## src/verilog/iolf_pkg.sv

```systemverilog
// Package for the I/O line filter, output mask and interrupt mode block.
// Assumes a 32-line port and a plain strobe register bus on one clock.
package iolf_pkg;
    localparam int NLINES = 32;
    localparam logic [31:0] ADDR_BASE = 32'h400e0c00;
    localparam logic [31:0] ADDR_FUNC_SELECT = 32'h400e0c70;
    localparam logic [31:0] ADDR_GLITCH_SEL = 32'h400e0c80;
    localparam logic [31:0] ADDR_DEBOUNCE_SEL = 32'h400e0c84;
    localparam logic [31:0] ADDR_FILTER_STATUS = 32'h400e0c88;
    localparam logic [31:0] ADDR_DIVIDER = 32'h400e0c8c;
    localparam logic [31:0] ADDR_OUT_DATA = 32'h400e0c38;
    localparam logic [31:0] ADDR_OWR_ENABLE = 32'h400e0ca0;
    localparam logic [31:0] ADDR_OWR_DISABLE = 32'h400e0ca4;
    localparam logic [31:0] ADDR_OWR_STATUS = 32'h400e0ca8;
    localparam logic [31:0] ADDR_XIRQ_ENABLE = 32'h400e0cb0;
    localparam logic [31:0] ADDR_XIRQ_DISABLE = 32'h400e0cb4;
    localparam logic [31:0] ADDR_XIRQ_STATUS = 32'h400e0cb8;
    localparam logic [31:0] ADDR_EDGE_SEL = 32'h400e0cc0;
    localparam logic [31:0] ADDR_LEVEL_SEL = 32'h400e0cc4;
    localparam logic [31:0] ADDR_EDGE_LEVEL_ST = 32'h400e0cc8;
    localparam logic [31:0] ADDR_FALL_LOW_SEL = 32'h400e0cd0;
    localparam logic [31:0] ADDR_RISE_HIGH_SEL = 32'h400e0cd4;
    localparam logic [31:0] ADDR_POLARITY_ST = 32'h400e0cd8;
    localparam logic [31:0] ADDR_WPROT = 32'h400e0ce4;
    localparam logic [31:0] ADDR_IRQ_STATUS = 32'h400e0d00;
    localparam logic [31:0] ADDR_IRQ_CLEAR = 32'h400e0d04;
    localparam logic [31:0] ADDR_IRQ_ENABLE = 32'h400e0d08;
    localparam int DIV_W = 14;
    localparam int WPROT_BIT = 0;
    localparam logic [31:0] RESET_ZERO = 32'h00000000;
    localparam logic [31:0] RESET_OWR = 32'h00000000;
    localparam logic [DIV_W-1:0] RESET_DIV = 14'h0000;
    // Slow clock tick: 32768 Hz nominal derived from the 20 MHz clock.
    localparam int CLK_HZ = 20000000;
    localparam int SLOW_HZ = 32768;
    localparam int SLOW_TICK_CYCLES = CLK_HZ / SLOW_HZ;
endpackage

```

## src/verilog/iolf_top.sv

```systemverilog
// Line filter select, output write mask and interrupt mode logic for a
// 32-line general purpose I/O port, with its register slave.
// Assumes a one-cycle strobe register bus and asynchronous line pins.
`timescale 1ns/10ps
module iolf_top
    import iolf_pkg::*;
(
    input wire logic i_sys_clk,
    input wire logic i_resetn,
    input wire logic [31:0] i_addr,
    input wire logic [31:0] i_wdata,
    input wire logic i_wr,
    input wire logic i_rd,
    output logic [31:0] o_rdata,
    input wire logic [31:0] i_pin,
    input wire logic [31:0] i_periph_a_out,
    input wire logic [31:0] i_periph_b_out,
    output logic [31:0] o_periph_a_in,
    output logic [31:0] o_periph_b_in,
    output logic [31:0] o_line_out,
    output logic [31:0] o_line_filtered,
    output logic o_irq
);
    logic [31:0] func_sel_reg;
    logic [31:0] debounce_sel_reg;
    logic [DIV_W-1:0] div_reg;
    logic [31:0] owr_en_reg;
    logic [31:0] out_data_reg;
    logic [31:0] xirq_reg;
    logic [31:0] level_mode_reg;
    logic [31:0] polarity_reg;
    logic wprot_reg;
    logic [31:0] irq_status_reg;
    logic [31:0] irq_enable_reg;
    logic [31:0] rdata_reg;
    logic [31:0] sync1_reg;
    logic [31:0] sync2_reg;
    logic [31:0] filt;
    logic [31:0] prev_reg;
    logic [31:0] event_hit;
    logic [15:0] slow_cnt_reg;
    logic slow_tick;
    logic [DIV_W-1:0] div_cnt_reg;
    logic half_tick;
    logic wr_ok;

    always_ff @(posedge i_sys_clk) begin
        if (!i_resetn) begin
            sync1_reg <= RESET_ZERO;
            sync2_reg <= RESET_ZERO;
        end else begin
            sync1_reg <= i_pin;
            sync2_reg <= sync1_reg;
        end
    end

    // Slow clock enable from the master clock.
    always_ff @(posedge i_sys_clk) begin
        if (!i_resetn) begin
            slow_cnt_reg <= 16'h0000;
        end else if (slow_tick) begin
            slow_cnt_reg <= 16'h0000;
        end else begin
            slow_cnt_reg <= slow_cnt_reg + 16'h0001;
        end
    end
    assign slow_tick = (slow_cnt_reg == 16'(SLOW_TICK_CYCLES - 1));

    // divider: one half_tick each (div+1) slow periods
    always_ff @(posedge i_sys_clk) begin
        if (!i_resetn) begin
            div_cnt_reg <= RESET_DIV;
        end else if (slow_tick) begin
            if (div_cnt_reg >= div_reg) begin
                div_cnt_reg <= RESET_DIV;
            end else begin
                div_cnt_reg <= div_cnt_reg + 14'h0001;
            end
        end
    end
    assign half_tick = slow_tick && (div_cnt_reg >= div_reg);

    genvar g;
    generate
        for (g = 0; g < NLINES; g++) begin : g_line
            iolf_line_filter u_filt (
                .i_sys_clk(i_sys_clk),
                .i_resetn(i_resetn),
                .i_pin(sync2_reg[g]),
                .i_debounce_sel(debounce_sel_reg[g]),
                .i_half_tick(half_tick),
                .o_level(filt[g])
            );
        end
    endgenerate
    assign o_line_filtered = filt;

    assign o_periph_a_in = filt & ~func_sel_reg;
    assign o_periph_b_in = filt & func_sel_reg;

    always_ff @(posedge i_sys_clk) begin
        if (!i_resetn) begin
            o_line_out <= RESET_ZERO;
        end else begin
            o_line_out <= (i_periph_a_out & ~func_sel_reg)
                | (i_periph_b_out & func_sel_reg);
        end
    end

    assign wr_ok = i_wr && !wprot_reg;

    always_ff @(posedge i_sys_clk) begin
        if (!i_resetn) begin
            wprot_reg <= 1'b0;
        end else if (i_wr && i_addr == ADDR_WPROT) begin
            wprot_reg <= i_wdata[WPROT_BIT];
        end
    end

    always_ff @(posedge i_sys_clk) begin
        if (!i_resetn) begin
            func_sel_reg <= RESET_ZERO;
        end else if (wr_ok && i_addr == ADDR_FUNC_SELECT) begin
            func_sel_reg <= i_wdata;
        end
    end

    always_ff @(posedge i_sys_clk) begin
        if (!i_resetn) begin
            debounce_sel_reg <= RESET_ZERO;
        end else if (i_wr && i_addr == ADDR_GLITCH_SEL) begin
            debounce_sel_reg <= debounce_sel_reg & ~i_wdata;
        end else if (i_wr && i_addr == ADDR_DEBOUNCE_SEL) begin
            debounce_sel_reg <= debounce_sel_reg | i_wdata;
        end
    end

    always_ff @(posedge i_sys_clk) begin
        if (!i_resetn) begin
            div_reg <= RESET_DIV;
        end else if (i_wr && i_addr == ADDR_DIVIDER) begin
            div_reg <= i_wdata[DIV_W-1:0];
        end
    end

    always_ff @(posedge i_sys_clk) begin
        if (!i_resetn) begin
            owr_en_reg <= RESET_OWR;
        end else if (wr_ok && i_addr == ADDR_OWR_ENABLE) begin
            owr_en_reg <= owr_en_reg | i_wdata;
        end else if (wr_ok && i_addr == ADDR_OWR_DISABLE) begin
            owr_en_reg <= owr_en_reg & ~i_wdata;
        end
    end

    always_ff @(posedge i_sys_clk) begin
        if (!i_resetn) begin
            out_data_reg <= RESET_ZERO;
        end else if (i_wr && i_addr == ADDR_OUT_DATA) begin
            out_data_reg <= (out_data_reg & ~owr_en_reg)
                | (i_wdata & owr_en_reg);
        end
    end

    always_ff @(posedge i_sys_clk) begin
        if (!i_resetn) begin
            xirq_reg <= RESET_ZERO;
        end else if (i_wr && i_addr == ADDR_XIRQ_ENABLE) begin
            xirq_reg <= xirq_reg | i_wdata;
        end else if (i_wr && i_addr == ADDR_XIRQ_DISABLE) begin
            xirq_reg <= xirq_reg & ~i_wdata;
        end
    end

    always_ff @(posedge i_sys_clk) begin
        if (!i_resetn) begin
            level_mode_reg <= RESET_ZERO;
        end else if (i_wr && i_addr == ADDR_EDGE_SEL) begin
            level_mode_reg <= level_mode_reg & ~i_wdata;
        end else if (i_wr && i_addr == ADDR_LEVEL_SEL) begin
            level_mode_reg <= level_mode_reg | i_wdata;
        end
    end

    always_ff @(posedge i_sys_clk) begin
        if (!i_resetn) begin
            polarity_reg <= RESET_ZERO;
        end else if (i_wr && i_addr == ADDR_FALL_LOW_SEL) begin
            polarity_reg <= polarity_reg & ~i_wdata;
        end else if (i_wr && i_addr == ADDR_RISE_HIGH_SEL) begin
            polarity_reg <= polarity_reg | i_wdata;
        end
    end

    always_ff @(posedge i_sys_clk) begin
        if (!i_resetn) begin
            prev_reg <= RESET_ZERO;
        end else begin
            prev_reg <= filt;
        end
    end

    always_comb begin
        for (int i = 0; i < NLINES; i++) begin
            if (!xirq_reg[i]) begin
                event_hit[i] = filt[i] ^ prev_reg[i];
            end else if (level_mode_reg[i]) begin
                event_hit[i] = (filt[i] == polarity_reg[i]);
            end else begin
                event_hit[i] = (filt[i] ^ prev_reg[i])
                    && (filt[i] == polarity_reg[i]);
            end
        end
    end

    // Set wins over a clear arriving in the same cycle.
    always_ff @(posedge i_sys_clk) begin
        if (!i_resetn) begin
            irq_status_reg <= RESET_ZERO;
        end else if (i_wr && i_addr == ADDR_IRQ_CLEAR) begin
            irq_status_reg <= (irq_status_reg & ~i_wdata) | event_hit;
        end else begin
            irq_status_reg <= irq_status_reg | event_hit;
        end
    end

    always_ff @(posedge i_sys_clk) begin
        if (!i_resetn) begin
            irq_enable_reg <= RESET_ZERO;
        end else if (i_wr && i_addr == ADDR_IRQ_ENABLE) begin
            irq_enable_reg <= i_wdata;
        end
    end
    assign o_irq = |(irq_status_reg & irq_enable_reg);

    always_ff @(posedge i_sys_clk) begin
        if (!i_resetn) begin
            rdata_reg <= RESET_ZERO;
        end else if (i_rd) begin
            unique case (i_addr)
                ADDR_FUNC_SELECT: rdata_reg <= func_sel_reg;
                ADDR_FILTER_STATUS: rdata_reg <= debounce_sel_reg;
                ADDR_DIVIDER: rdata_reg <= {18'h00000, div_reg};
                ADDR_OUT_DATA: rdata_reg <= out_data_reg;
                ADDR_OWR_STATUS: rdata_reg <= owr_en_reg;
                ADDR_XIRQ_STATUS: rdata_reg <= xirq_reg;
                ADDR_EDGE_LEVEL_ST: rdata_reg <= level_mode_reg;
                ADDR_POLARITY_ST: rdata_reg <= polarity_reg;
                ADDR_WPROT: rdata_reg <= {31'h00000000, wprot_reg};
                ADDR_IRQ_STATUS: rdata_reg <= irq_status_reg;
                ADDR_IRQ_ENABLE: rdata_reg <= irq_enable_reg;
                default: rdata_reg <= RESET_ZERO;
            endcase
        end else begin
            rdata_reg <= RESET_ZERO;
        end
    end
    assign o_rdata = rdata_reg;
endmodule // iolf_top

```

## src/verilog/iolf_line_filter.sv

```systemverilog
// One input line filter: glitch stage on every line, optional debounce.
// Assumes the pin is already synchronised and a slow tick pulse is given.
`timescale 1ns/10ps
module iolf_line_filter
    import iolf_pkg::*;
(
    input wire logic i_sys_clk,
    input wire logic i_resetn,
    input wire logic i_pin,
    input wire logic i_debounce_sel,
    input wire logic i_half_tick,
    output logic o_level
);
    logic glitch_reg;
    logic cand_reg;
    logic stable_reg;
    logic [1:0] seen_reg;

    always_ff @(posedge i_sys_clk) begin
        if (!i_resetn) begin
            glitch_reg <= 1'b0;
        end else begin
            glitch_reg <= i_pin;
        end
    end

    always_ff @(posedge i_sys_clk) begin
        if (!i_resetn) begin
            cand_reg <= 1'b0;
            stable_reg <= 1'b0;
            seen_reg <= 2'h0;
        end else if (glitch_reg != cand_reg) begin
            cand_reg <= glitch_reg;
            seen_reg <= 2'h0;
        end else if (i_half_tick) begin
            // The level must survive two half-period ticks to pass.
            if (seen_reg == 2'h1) begin
                stable_reg <= cand_reg;
            end else begin
                seen_reg <= seen_reg + 2'h1;
            end
        end
    end

    assign o_level = i_debounce_sel ? stable_reg : glitch_reg;
endmodule // iolf_line_filter

```

## config.mk

```make
export PLATFORM = sky130hd
export DESIGN_NAME = iolf_top
export DESIGN_NICKNAME = d
export VERILOG_FILES = /design/src/verilog/iolf_pkg.sv /design/src/verilog/iolf_top.sv /design/src/verilog/iolf_line_filter.sv
export SDC_FILE = /design/constraint.sdc
export NUM_CORES = 1
export LEC_CHECK = 0
export ABC_AREA = 1
export BUFFER_PORTS_ARGS = -buffer_cell sky130_fd_sc_hd__buf_2
export CAP_MARGIN = 10
export CORE_MARGIN = 4
export CORE_UTILIZATION = 55
export CTS_CLUSTER_DIAMETER = 120
export DETAILED_ROUTE_END_ITERATION = 12
export GPL_TIMING_DRIVEN = 1
export PLACE_DENSITY = 0.75
export SYNTH_ARGS = -nofsm -noshare
export SYNTH_HDL_FRONTEND = slang
export SYNTH_HIERARCHICAL = 1
export SYNTH_SLANG_ARGS = --single-unit
export TNS_END_PERCENT = 30
```

## constraint.sdc

```tcl
create_clock -name i_sys_clk -period 8.1 [get_ports i_sys_clk]
set_clock_uncertainty 0.2 [all_clocks]
set_input_delay 1.215 -clock i_sys_clk [delete_from_list [all_inputs] [get_ports i_sys_clk]]
set_output_delay 1.215 -clock i_sys_clk [all_outputs]
set_load 0.01 [all_outputs]
```

# Word level (Yosys, flattened, before mapping)
# Index checks and enable logic that the tools add are counted.
[classes]
n_mux = 109
n_addsub = 34
n_eq_ne = 119
reduce_logical = 155
magnitude_cmp = 1
n_bitwise = 122
[op_table]
columns = ["operator", "count"]
rows = [
  ["$eq A32 B31 Y1 const B", 22],
  ["$and A32 B32 Y32", 13],
  ["$mux W32", 11],
  ["$pmux W32 S11", 1],
  ["$or A32 B32 Y32", 9],
  ["$mux W1", 96],
  ["$not A32 Y32", 3],
  ["$reduce_and A3 Y1", 32],
  ["$reduce_and A2 Y1", 33],
  ["$reduce_or A2 Y1", 33],
  ["$not A1 Y1", 65],
  ["$add A2 B1 Y2 const B", 32],
  ["$eq A2 B1 Y1 const B", 32],
  ["$logic_and A1 B1 Y1", 50],
  ["$eq A1 B1 Y1", 32],
  ["$ne A1 B1 Y1", 32],
  ["$reduce_or A32 Y1", 1],
  ["$xor A1 B1 Y1", 32],
  ["$add A16 B1 Y16 const B", 1],
  ["$eq A16 B10 Y1 const B", 1],
  ["$add A14 B1 Y14 const B", 1],
  ["$ge A14 B14 Y1", 1],
  ["$mux W14", 1],
  ["$reduce_bool A2 Y1", 5],
  ["$logic_not A1 Y1", 1],
]
[word_totals]
in_bits = 164
regBits = 653
elab_cells = 686

# Logic depth before layout (Yosys ltp)
# Gate-level depths: netlist of run 1.
[depth]
ltp_word = 7
mapped_depth = 13
mapped_depth_nobuf = 13

# Modules after synthesis
# The synthesis of run 1 kept the hierarchy.
[by_module_without_submodules]
columns = ["module", "area_each_um2", "seq_area_each_um2", "n_inst", "cells_per_inst"]
rows = [
  ["iolf_top", 22899.5, 9869.5, 1, 3397],
  ["iolf_line_filter", 240.2, 100.1, 32, 33],
]

# Least setup slack after synthesis of run 1
# Ideal clock, no wire load.
[synth_path]
path_type = "flip-flop to flip-flop"
start = "register div_reg[5]"
end = "register g_line[0].u_filt.seen_reg[0]"
path_stages_with_launch = 12
required_time_ps = 7835
setup_ps = 65
arrival_time_ps = 5518
path_slack_ps = 2317
path_cell_list = "dfxtp_1 > inv_1 > ha_1 > nand2_1 > nor2_1 > o21ai_0 > nand3_1 > nand2_1 > a31oi_1 > nand2_1 > xor2_1 > nor2_1"
[synth_via]
elab_chain_len = 3
[synth_rtl]
columns = ["element", "line_no", "text"]
rows = [
  ["start, declared", "iolf_top.sv:26", "logic [DIV_W-1:0] div_reg;"],
  ["start signal, assigned", "iolf_top.sv:142", "div_reg <= i_wdata[DIV_W-1:0];"],
  ["$ge A14 B14 Y1", "iolf_top.sv:81", "assign half_tick = slow_tick && (div_cnt_reg >= div_reg);"],
  ["$logic_and A1 B1 Y1", "iolf_top.sv:81", ""],
  ["net half_tick", "iolf_top.sv:44", "logic half_tick;"],
  ["$reduce_and A2 Y1 (no source line)", "--", ""],
  ["end signal, assigned", "iolf_line_filter.sv:40", "seen_reg <= seen_reg + 2'h1;"],
  ["end, declared", "iolf_line_filter.sv:17", "logic [1:0] seen_reg;"],
]
# The timed path passes the listed nets, and every way through them passes these cells.
# A chain may end at the register's enable or synchronous reset.

# Worst setup path after layout of run 1
[layout_path]
start = "input port i_addr[31]"
end = "register func_sel_reg[2]"
[layout_via]
elab_chain_len = 2
[layout_rtl]
columns = ["element", "line_no", "text"]
rows = [
  ["start, declared", "iolf_top.sv:10", "input wire logic [31:0] i_addr,"],
  ["$eq A32 B31 Y1", "iolf_top.sv:123", "end else if (wr_ok && i_addr == ADDR_FUNC_SELECT) begin"],
  ["$logic_and A1 B1 Y1", "iolf_top.sv:123", ""],
  ["end signal, assigned", "iolf_top.sv:124", "func_sel_reg <= i_wdata;"],
  ["end, declared", "iolf_top.sv:24", "logic [31:0] func_sel_reg;"],
]
# No other way between the ends.

==> results of run 1 <==
==> synthesized netlist by cell type (all sizes together) <==
cell | n | area [um^2]
nand3b | 33 | 247.7
o21a | 1 | 7.510
clkinv | 2 | 7.510
o22ai | 2 | 12.51
o21ai | 362 | 1812
or2 | 1 | 6.260
inv | 642 | 2410
nor4 | 1 | 6.260
a32o | 6 | 60.06
o21bai | 34 | 255.2
nand2 | 957 | 3680
buf | 72 | 362.8
dfxtp | 653 | 13070
o2bb2ai | 1 | 8.760
nand3 | 347 | 1902
nor2 | 622 | 2392
clkbuf | 126 | 473.0
nor3b | 3 | 22.52
nand4 | 36 | 225.2
a211oi | 1 | 7.510
xor2 | 49 | 429.2
a21oi | 258 | 1415
a31oi | 2 | 12.51
nand2b | 1 | 6.260
xnor2 | 27 | 236.5
ha | 49 | 613.1
a22o | 13 | 113.9
a221oi | 2 | 17.52
nor3 | 150 | 772.0
==> cell usage in the layout, fill, tap and decap left out, types with 6 or more instances in the layout <==
cell | netlist | routed
inv_1 | 635 | 635
a21oi_1 | 225 | 225
nand3b_1 | 33 | 33
clkbuf_8 | 0 | 16
xor2_1 | 49 | 49
nor2_1 | 609 | 604
o21ai_0 | 331 | 331
dfxtp_1 | 653 | 653
xnor2_1 | 27 | 27
inv_2 | 7 | 7
nor2_2 | 8 | 8
nand2_2 | 35 | 37
ha_1 | 49 | 49
nand3_1 | 314 | 311
nand4_1 | 36 | 36
clkinv_2 | 0 | 11
o21bai_1 | 34 | 34
buf_4 | 3 | 36
o21ai_1 | 31 | 31
buf_2 | 65 | 323
a22o_1 | 13 | 13
clkbuf_16 | 0 | 72
bufinv_16 | 0 | 6
nor2_4 | 5 | 10
clkbuf_1 | 126 | 13
nand2_1 | 922 | 920
nand3_2 | 33 | 36
a32o_1 | 6 | 6
nor3_1 | 147 | 147
a21oi_2 | 33 | 33
==> per-layer routing <==
metal  routed length [um]  part of all wire  global-route usage  vias to the layer above
li1                     -                 -                   -                    14540
met1                38590              0.42              0.4074                    13120
met2                40020              0.44              0.4619                     1331
met3                 9574              0.10             0.05481                      213
met4                 3435             0.037              0.1181                        0
met5                    0                 0                   0                        -
==> cell type report <==
class / instances / area, um^2 / share of cell area
Sequential cell: 653 / 13070 / 0.3727
Inverter: 644 / 2417 / 0.06891
Clock inverter: 23 / 294.0 / 0.008382
Timing Repair Buffer: 362 / 1942 / 0.05536
Tap cell: 748 / 935.9 / 0.02668
Multi-Input combinational cell: 2958 / 14350 / 0.4090
Clock buffer: 101 / 2071 / 0.05903
==> report_power, final <==
part           total, mW  switching, mW  internal, mW
Clock               3.30           1.33          1.97
Sequential          3.28         0.0212          3.25
Combinational      0.288          0.193        0.0955
Total               6.86           1.54          5.32
==> worst max-delay path: stages <==
cell	delay, ns
buf_2	0.10
inv_1	0.08
nand2_1	0.06
nor2_1	0.08
nand2_1	0.11
nor2_4	0.82
nand2_2	0.25
nor3_4	0.87
buf_4	0.57
o21ai_0	0.16
a21oi_1	0.16
==> path summary, 6_finish.rpt <==
| path | endpoint | slack [ns] | depth (start not counted) |
|---|---|---|---|
| setup reg to reg | g_line[22].u_filt/seen_reg[0]$_SDFFE_PP0P_ | 4.83 | 9 |
| hold reg to reg | g_line[27].u_filt/glitch_reg$_SDFF_PN0_ | 0.21 | 2 |
| hold / removal | g_line[27].u_filt/glitch_reg$_SDFF_PN0_ | 0.21 | 2 |
| setup / recovery | func_sel_reg[2]$_SDFFE_PN0P_ | 3.91 | 11 |
==> per-stage QoR <==
step / setup WS, ns / hold slack, ns / power [mW] / cell area [um^2]
final: 3.909 / 0.2085 / 6.864 / 35080
after global routing: 3.650 / 0.2216 / 7.071 / 35080
after CTS: 4.022 / 0.2081 / 6.903 / 35080
after detailed placement: 3.445 / 0.1953 / 3.631 / 32710
after global placement: 3.510 / 0.1911 / 3.625 / 32710
after floorplan: 2.317 / 0.1900 / 3.509 / 30590
==> cell families after synthesis <==
| group | Yosys count | share of synthesized area |
|---|---|---|
| AND/OR/NAND/NOR | 2151 | 0.3027 |
| buffers and inverters | 842 | 0.1064 |
| AO/OA/AOI/OAI | 682 | 0.1217 |
| flip-flops | 653 | 0.4274 |
| XOR/XNOR | 76 | 0.02176 |
| adder cells (fa/ha/maj) | 49 | 0.02004 |
==> results.sh, run 1 <==
export IMPL_outcome="finished clean"
export IMPL_utilization=0.6367
export IMPL_initial_core_util=0.5552
export IMPL_synth_nets=4666
export IMPL_cts_tree="done"
export IMPL_grt_ovfl_total=0
export IMPL_detail_route_antenna_nets=0
export IMPL_yosysSeqAreaShare=0.4274
export IMPL_first_pass_iters=8
export IMPL_nets=4902
export IMPL_power_density_mw_per_mm2=195.7
export IMPL_syn_to_final_growth_pct=14.69
export IMPL_cts_root_buf="clkbuf_16"
export IMPL_grt_pass1_vias=26190
export IMPL_cts_htree_levels=3
export IMPL_worstMarginPinSlew_ns=1.248
export IMPL_crit_type="primary input to flop"
export IMPL_crit_path_end_kind="flop"
export IMPL_place_inst=5365
export IMPL_clk_pin_slew_ns=0.06
export IMPL_hp_class="flop to flop"
export IMPL_yosys_warnings=6
export IMPL_dieWidth_um=243.8
export IMPL_clock_sinks=653
export IMPL_wl_per_cell_um=16.69
export IMPL_crit_path_start_kind="primary input"
export IMPL_die_height_um=243.8
export IMPL_rsz0062_at_grt="no"
export IMPL_numCtsBuffers=70
export IMPL_coreArea_mm2=0.05509
export IMPL_finalSetupViolCount=0
export IMPL_syn_inst=4453
export IMPL_cts_setup_buffers=0
export IMPL_startpoint="i_addr[31]"
export IMPL_drc=0
export IMPL_vdd_drop_max_uv=142.0
export IMPL_hold_buffers=0
export IMPL_grt_pass1_wl_um=141900
export IMPL_cts_buffer_depth=3
export IMPL_port_buffers=324
export IMPL_timing_rr_start="slow_cnt_reg[0]$_SDFF_PP0_"
export IMPL_period_needed_ns=4.191
export IMPL_crit_fanout=43
export IMPL_grt_total_usage=0.2960
export IMPL_cap_violations=0
export IMPL_critPathRequiredTime_ns=8.42
export IMPL_antenna_found_initial=2
export IMPL_insertion_delay_ns=0.62
export IMPL_rows=86
export IMPL_grt_max_degree=197
export IMPL_p_leak_nw=16.47
export IMPL_drive_gt1_frac=0.1285
export IMPL_fin_cells=5489
export IMPL_ys_types=40
export IMPL_via_per_inst=5.321
export IMPL_dpl_hpwl_um=57790
export IMPL_finalHoldViolations=0
export IMPL_ios=325
export IMPL_vias=29210
export IMPL_first_iter_violations=3233
export IMPL_synth_seq_cells=653
export IMPL_worst_ep_arrival_time_ns=4.52
export IMPL_min_from="sync2_reg[27]$_SDFF_PN0_"
export IMPL_slew_violations=0
export IMPL_cts_resized=0
export IMPL_design_die_area_mm2=0.05945
export IMPL_fmax_mhz=238.6
export IMPL_post_route_period_util=0.5174
export IMPL_place_congestion=0.8676
export IMPL_fillers=5120
export IMPL_synth_area_mm2=0.03059
export IMPL_maxSlewHeadroom=0.1658
export IMPL_antenna_cells=0
export IMPL_syn_mean_instance_area_um2=6.869
export IMPL_tns_ns=0
export IMPL_drt_total_wl_um=91610
No activity file was read; power rests on OpenSTA's default activity.
==> inputs of run 2 (changes only) <==
Settings changed: ABC_AREA 1 to 0, CORE_UTILIZATION 55 to 53, PLACE_DENSITY 0.75 to 0.76.
Clock period 8.1 ns to 3.7 ns, I/O delays scaled along.
==> results.sh, run 2 <==
export IMPL_outcome="finished clean"
export IMPL_p_int_mw=11.65
export IMPL_crit_fanout=3
export IMPL_place_congestion=0.9190
export IMPL_critPathRequiredTime_ns=2.94
export IMPL_nets=3868
export IMPL_grt_pass1_wl_um=130800
export IMPL_worst_ep_arrival_time_ns=2.42
export IMPL_r2r_setup_slack_ns=0.72
export IMPL_synth_area_mm2=0.02842
export IMPL_cts_resized=0
export IMPL_power_frac_seq=0.480
export IMPL_post_route_period_util=0.8585
export IMPL_antenna_found_initial=1
export IMPL_synth_edff_count=0
export IMPL_synth_ff_type="dfxtp_1"
export IMPL_min_from="i_periph_b_out[23]"
export IMPL_wl_per_cell_um=18.93
export IMPL_endpoint="o_irq"
export IMPL_first_pass_iters=10
export IMPL_coreArea_mm2=0.05287
export IMPL_ios=325
export IMPL_rows=84
export IMPL_clock_sinks=653
export IMPL_first_iter_violations=2396
export IMPL_synth_seq_cells=653
export IMPL_numCtsBuffers=68
export IMPL_synth_nets=3512
export IMPL_p_leak_nw=12.62
export IMPL_cap_violations=0
export IMPL_clk_pin_slew_ns=0.06
export IMPL_fin_area_mm2=0.03413
export IMPL_syn_inst=3299
export IMPL_swShare=0.2224
export IMPL_detail_route_antenna_nets=0
export IMPL_vias=25450
export IMPL_cts_tree="done"
export IMPL_worstMarginPinSlew_ns=0.7822
export IMPL_netlist_top_cells_area="dfxtp_1 46%, nand2_1 7.6%, a21oi_1 5.9%, and2_1 4.4%, nand3_1 3.4%"
export IMPL_grt_total_usage=0.2819
export IMPL_grt_ovfl_total=0
export IMPL_insertion_delay_ns=0.62
export IMPL_period_needed_ns=3.177
export IMPL_via_per_inst=5.791
export IMPL_finalHoldViolations=0
export IMPL_total_power_mw=14.98
export IMPL_cts_setup_buffers=0
export IMPL_clockPowerShare=0.474
export IMPL_power_net_switching_mw=3.331
export IMPL_syn_to_final_growth_pct=20.08
export IMPL_syn_mean_instance_area_um2=8.615
export IMPL_crit_path_start_kind="flop"
export IMPL_cts_buffer_depth=3
export IMPL_slowest_delay_ns=0.64
export IMPL_rsz0062_at_grt="no"
export IMPL_yosys_area_top_type="dfxtp_1"
export IMPL_grt_pass1_vias=24110
export IMPL_drive_gt1_frac=0.1781
export IMPL_dieWidth_um=239.6
export IMPL_tns_ns=0
export IMPL_cts_htree_levels=3
export IMPL_timing_rr_start="div_reg[3]$_SDFFE_PN0P_"
export IMPL_mostFrequentLayoutCells="653 x dfxtp_1, 575 x nand2_1, 334 x a21oi_1"
export IMPL_crit_type="flop to output port"
export IMPL_setup_ws_ns=0.5235
export IMPL_design_die_area_mm2=0.05739
export IMPL_hold_buffers=95
export IMPL_crit_path_end_kind="output port"
export IMPL_yosysSeqAreaShare=0.4600
export IMPL_initial_core_util=0.5376
export IMPL_yosysTopAreaCellShare=0.4600
export IMPL_power_density_mw_per_mm2=438.9
export IMPL_yosys_warnings=6
export IMPL_slowest_stage="or4_1"
export IMPL_maxSlewHeadroom=0.4785
export IMPL_cp_cell_sequence="a22o_1, a221oi_1, nand3_1, or4_1, buf_2"
export IMPL_vdd_drop_max_uv=427.8
export IMPL_startpoint="irq_status_reg[17]$_SDFF_PN0_"
export IMPL_async_flop_share=0
export IMPL_ys_types=61
export IMPL_r2r_cells=11
export IMPL_cts_root_buf="clkbuf_16"
export IMPL_drc=0
export IMPL_dpl_worst_slack_ns=0.6259
export IMPL_hp_class="primary input to flop"
export IMPL_drt_total_wl_um=83190
export IMPL_grt_max_degree=195
export IMPL_port_buffers=324
export IMPL_finalSetupViolCount=0
export IMPL_utilization=0.6455
export IMPL_r2r_end="g_line[27].u_filt/seen_reg[0]$_SDFFE_PP0P_"
export IMPL_combPwrFrac=0.047
export IMPL_dpl_hpwl_um=52980
export IMPL_fmax_mhz=314.8
export IMPL_layout_commonest_cell="dfxtp_1"
export IMPL_slew_violations=0
export IMPL_synth_most_common_cell="dfxtp_1"
export IMPL_synth_common_cells="653 x dfxtp_1, 575 x nand2_1, 334 x a21oi_1"
export IMPL_die_height_um=239.6
export IMPL_dpl_cell_area_mm2=0.03086
==> run 2: changes by cell type in the layout (fill, tap and decap cells not counted), sizes merged, moves of 90 or more <==
cell         previous run  this run
nor2                  622       242
o21ai                 362        40
nand2                 957       575
nor3                  150        11
and2                    0       198
nand3                 347       192
a22oi                   0        90
inv                   646        55
dlygate4sd3             0        95
==> run 2: power by group through the flow <==
stage	Combinational (mW)	Clock, mW	Sequential (mW)
after floorplan	0.321	0	7.33
after global placement	0.592	0	7.34
after detailed placement	0.602	0	7.34
after CTS	0.683	7.20	7.18
after global routing	0.758	7.47	7.19
final	0.697	7.09	7.19
==> run 2: worst max-delay path, delay by kind of cell (launching register included) <==
family,cells,cell delay (ns)
compound gates,2,0.51
flops,1,0.34
simple gates,2,0.77
buf+inv,1,0.20
==> run 2: cells by family after synthesis <==
| group | after synthesis | synth area share |
|---|---|---|
| xor gates and xnor gates | 122 | 0.03760 |
| buffers and inverters | 251 | 0.03610 |
| adders and majority gates | 49 | 0.02157 |
| DFF | 653 | 0.4600 |
| muxes | 65 | 0.02430 |
| and+or+nand+nor | 1422 | 0.2483 |
| AOI/OAI and AO/OA | 737 | 0.1722 |
==> run 2: per-layer routing <==
metal | GRT usage | wire, um | up-vias
met5 | 0 | 0 | -
met4 | 0.1010 | 2873 | 0
met3 | 0.05308 | 7351 | 188
met2 | 0.4703 | 39110 | 1120
met1 | 0.3669 | 33860 | 11950
li1 | - | - | 12190
==> run 2: cell type report <==
type	instances	area, um^2
Antenna cell	1	2.502
Clock buffer	95	1977
Clock inverter	25	337.8
Fill cell	4271	18740
Inverter	52	202.7
Multi-Input combinational cell	2395	14460
Sequential cell	653	13070
Tap cell	688	860.8
Timing Repair Buffer	485	3214
==> run 2: through the flow <==
stage	hold slack, ns	instances
after floorplan	0.2118	3299
after global placement	0.2126	4178
after detailed placement	0.2179	4178
after CTS	0.001660	4393
after global routing	0.04546	4394
final	0.04164	4394
==> run 2: how the worst min path moves through the flow <==
stage,to,slack [ns],depth (start not counted)
6_report,o_line_out[23]$_SDFF_PN0_,0.04,3
4_1_cts,o_line_out[23]$_SDFF_PN0_,0.002,3
3_3_place_gp,sync2_reg[25]$_SDFF_PN0_,0.21,1
3_5_place_dp,sync2_reg[19]$_SDFF_PN0_,0.22,1
5_1_grt,o_line_out[23]$_SDFF_PN0_,0.05,3
2_1_floorplan,g_line[0].u_filt/glitch_reg$_SDFF_PN0_,0.21,1
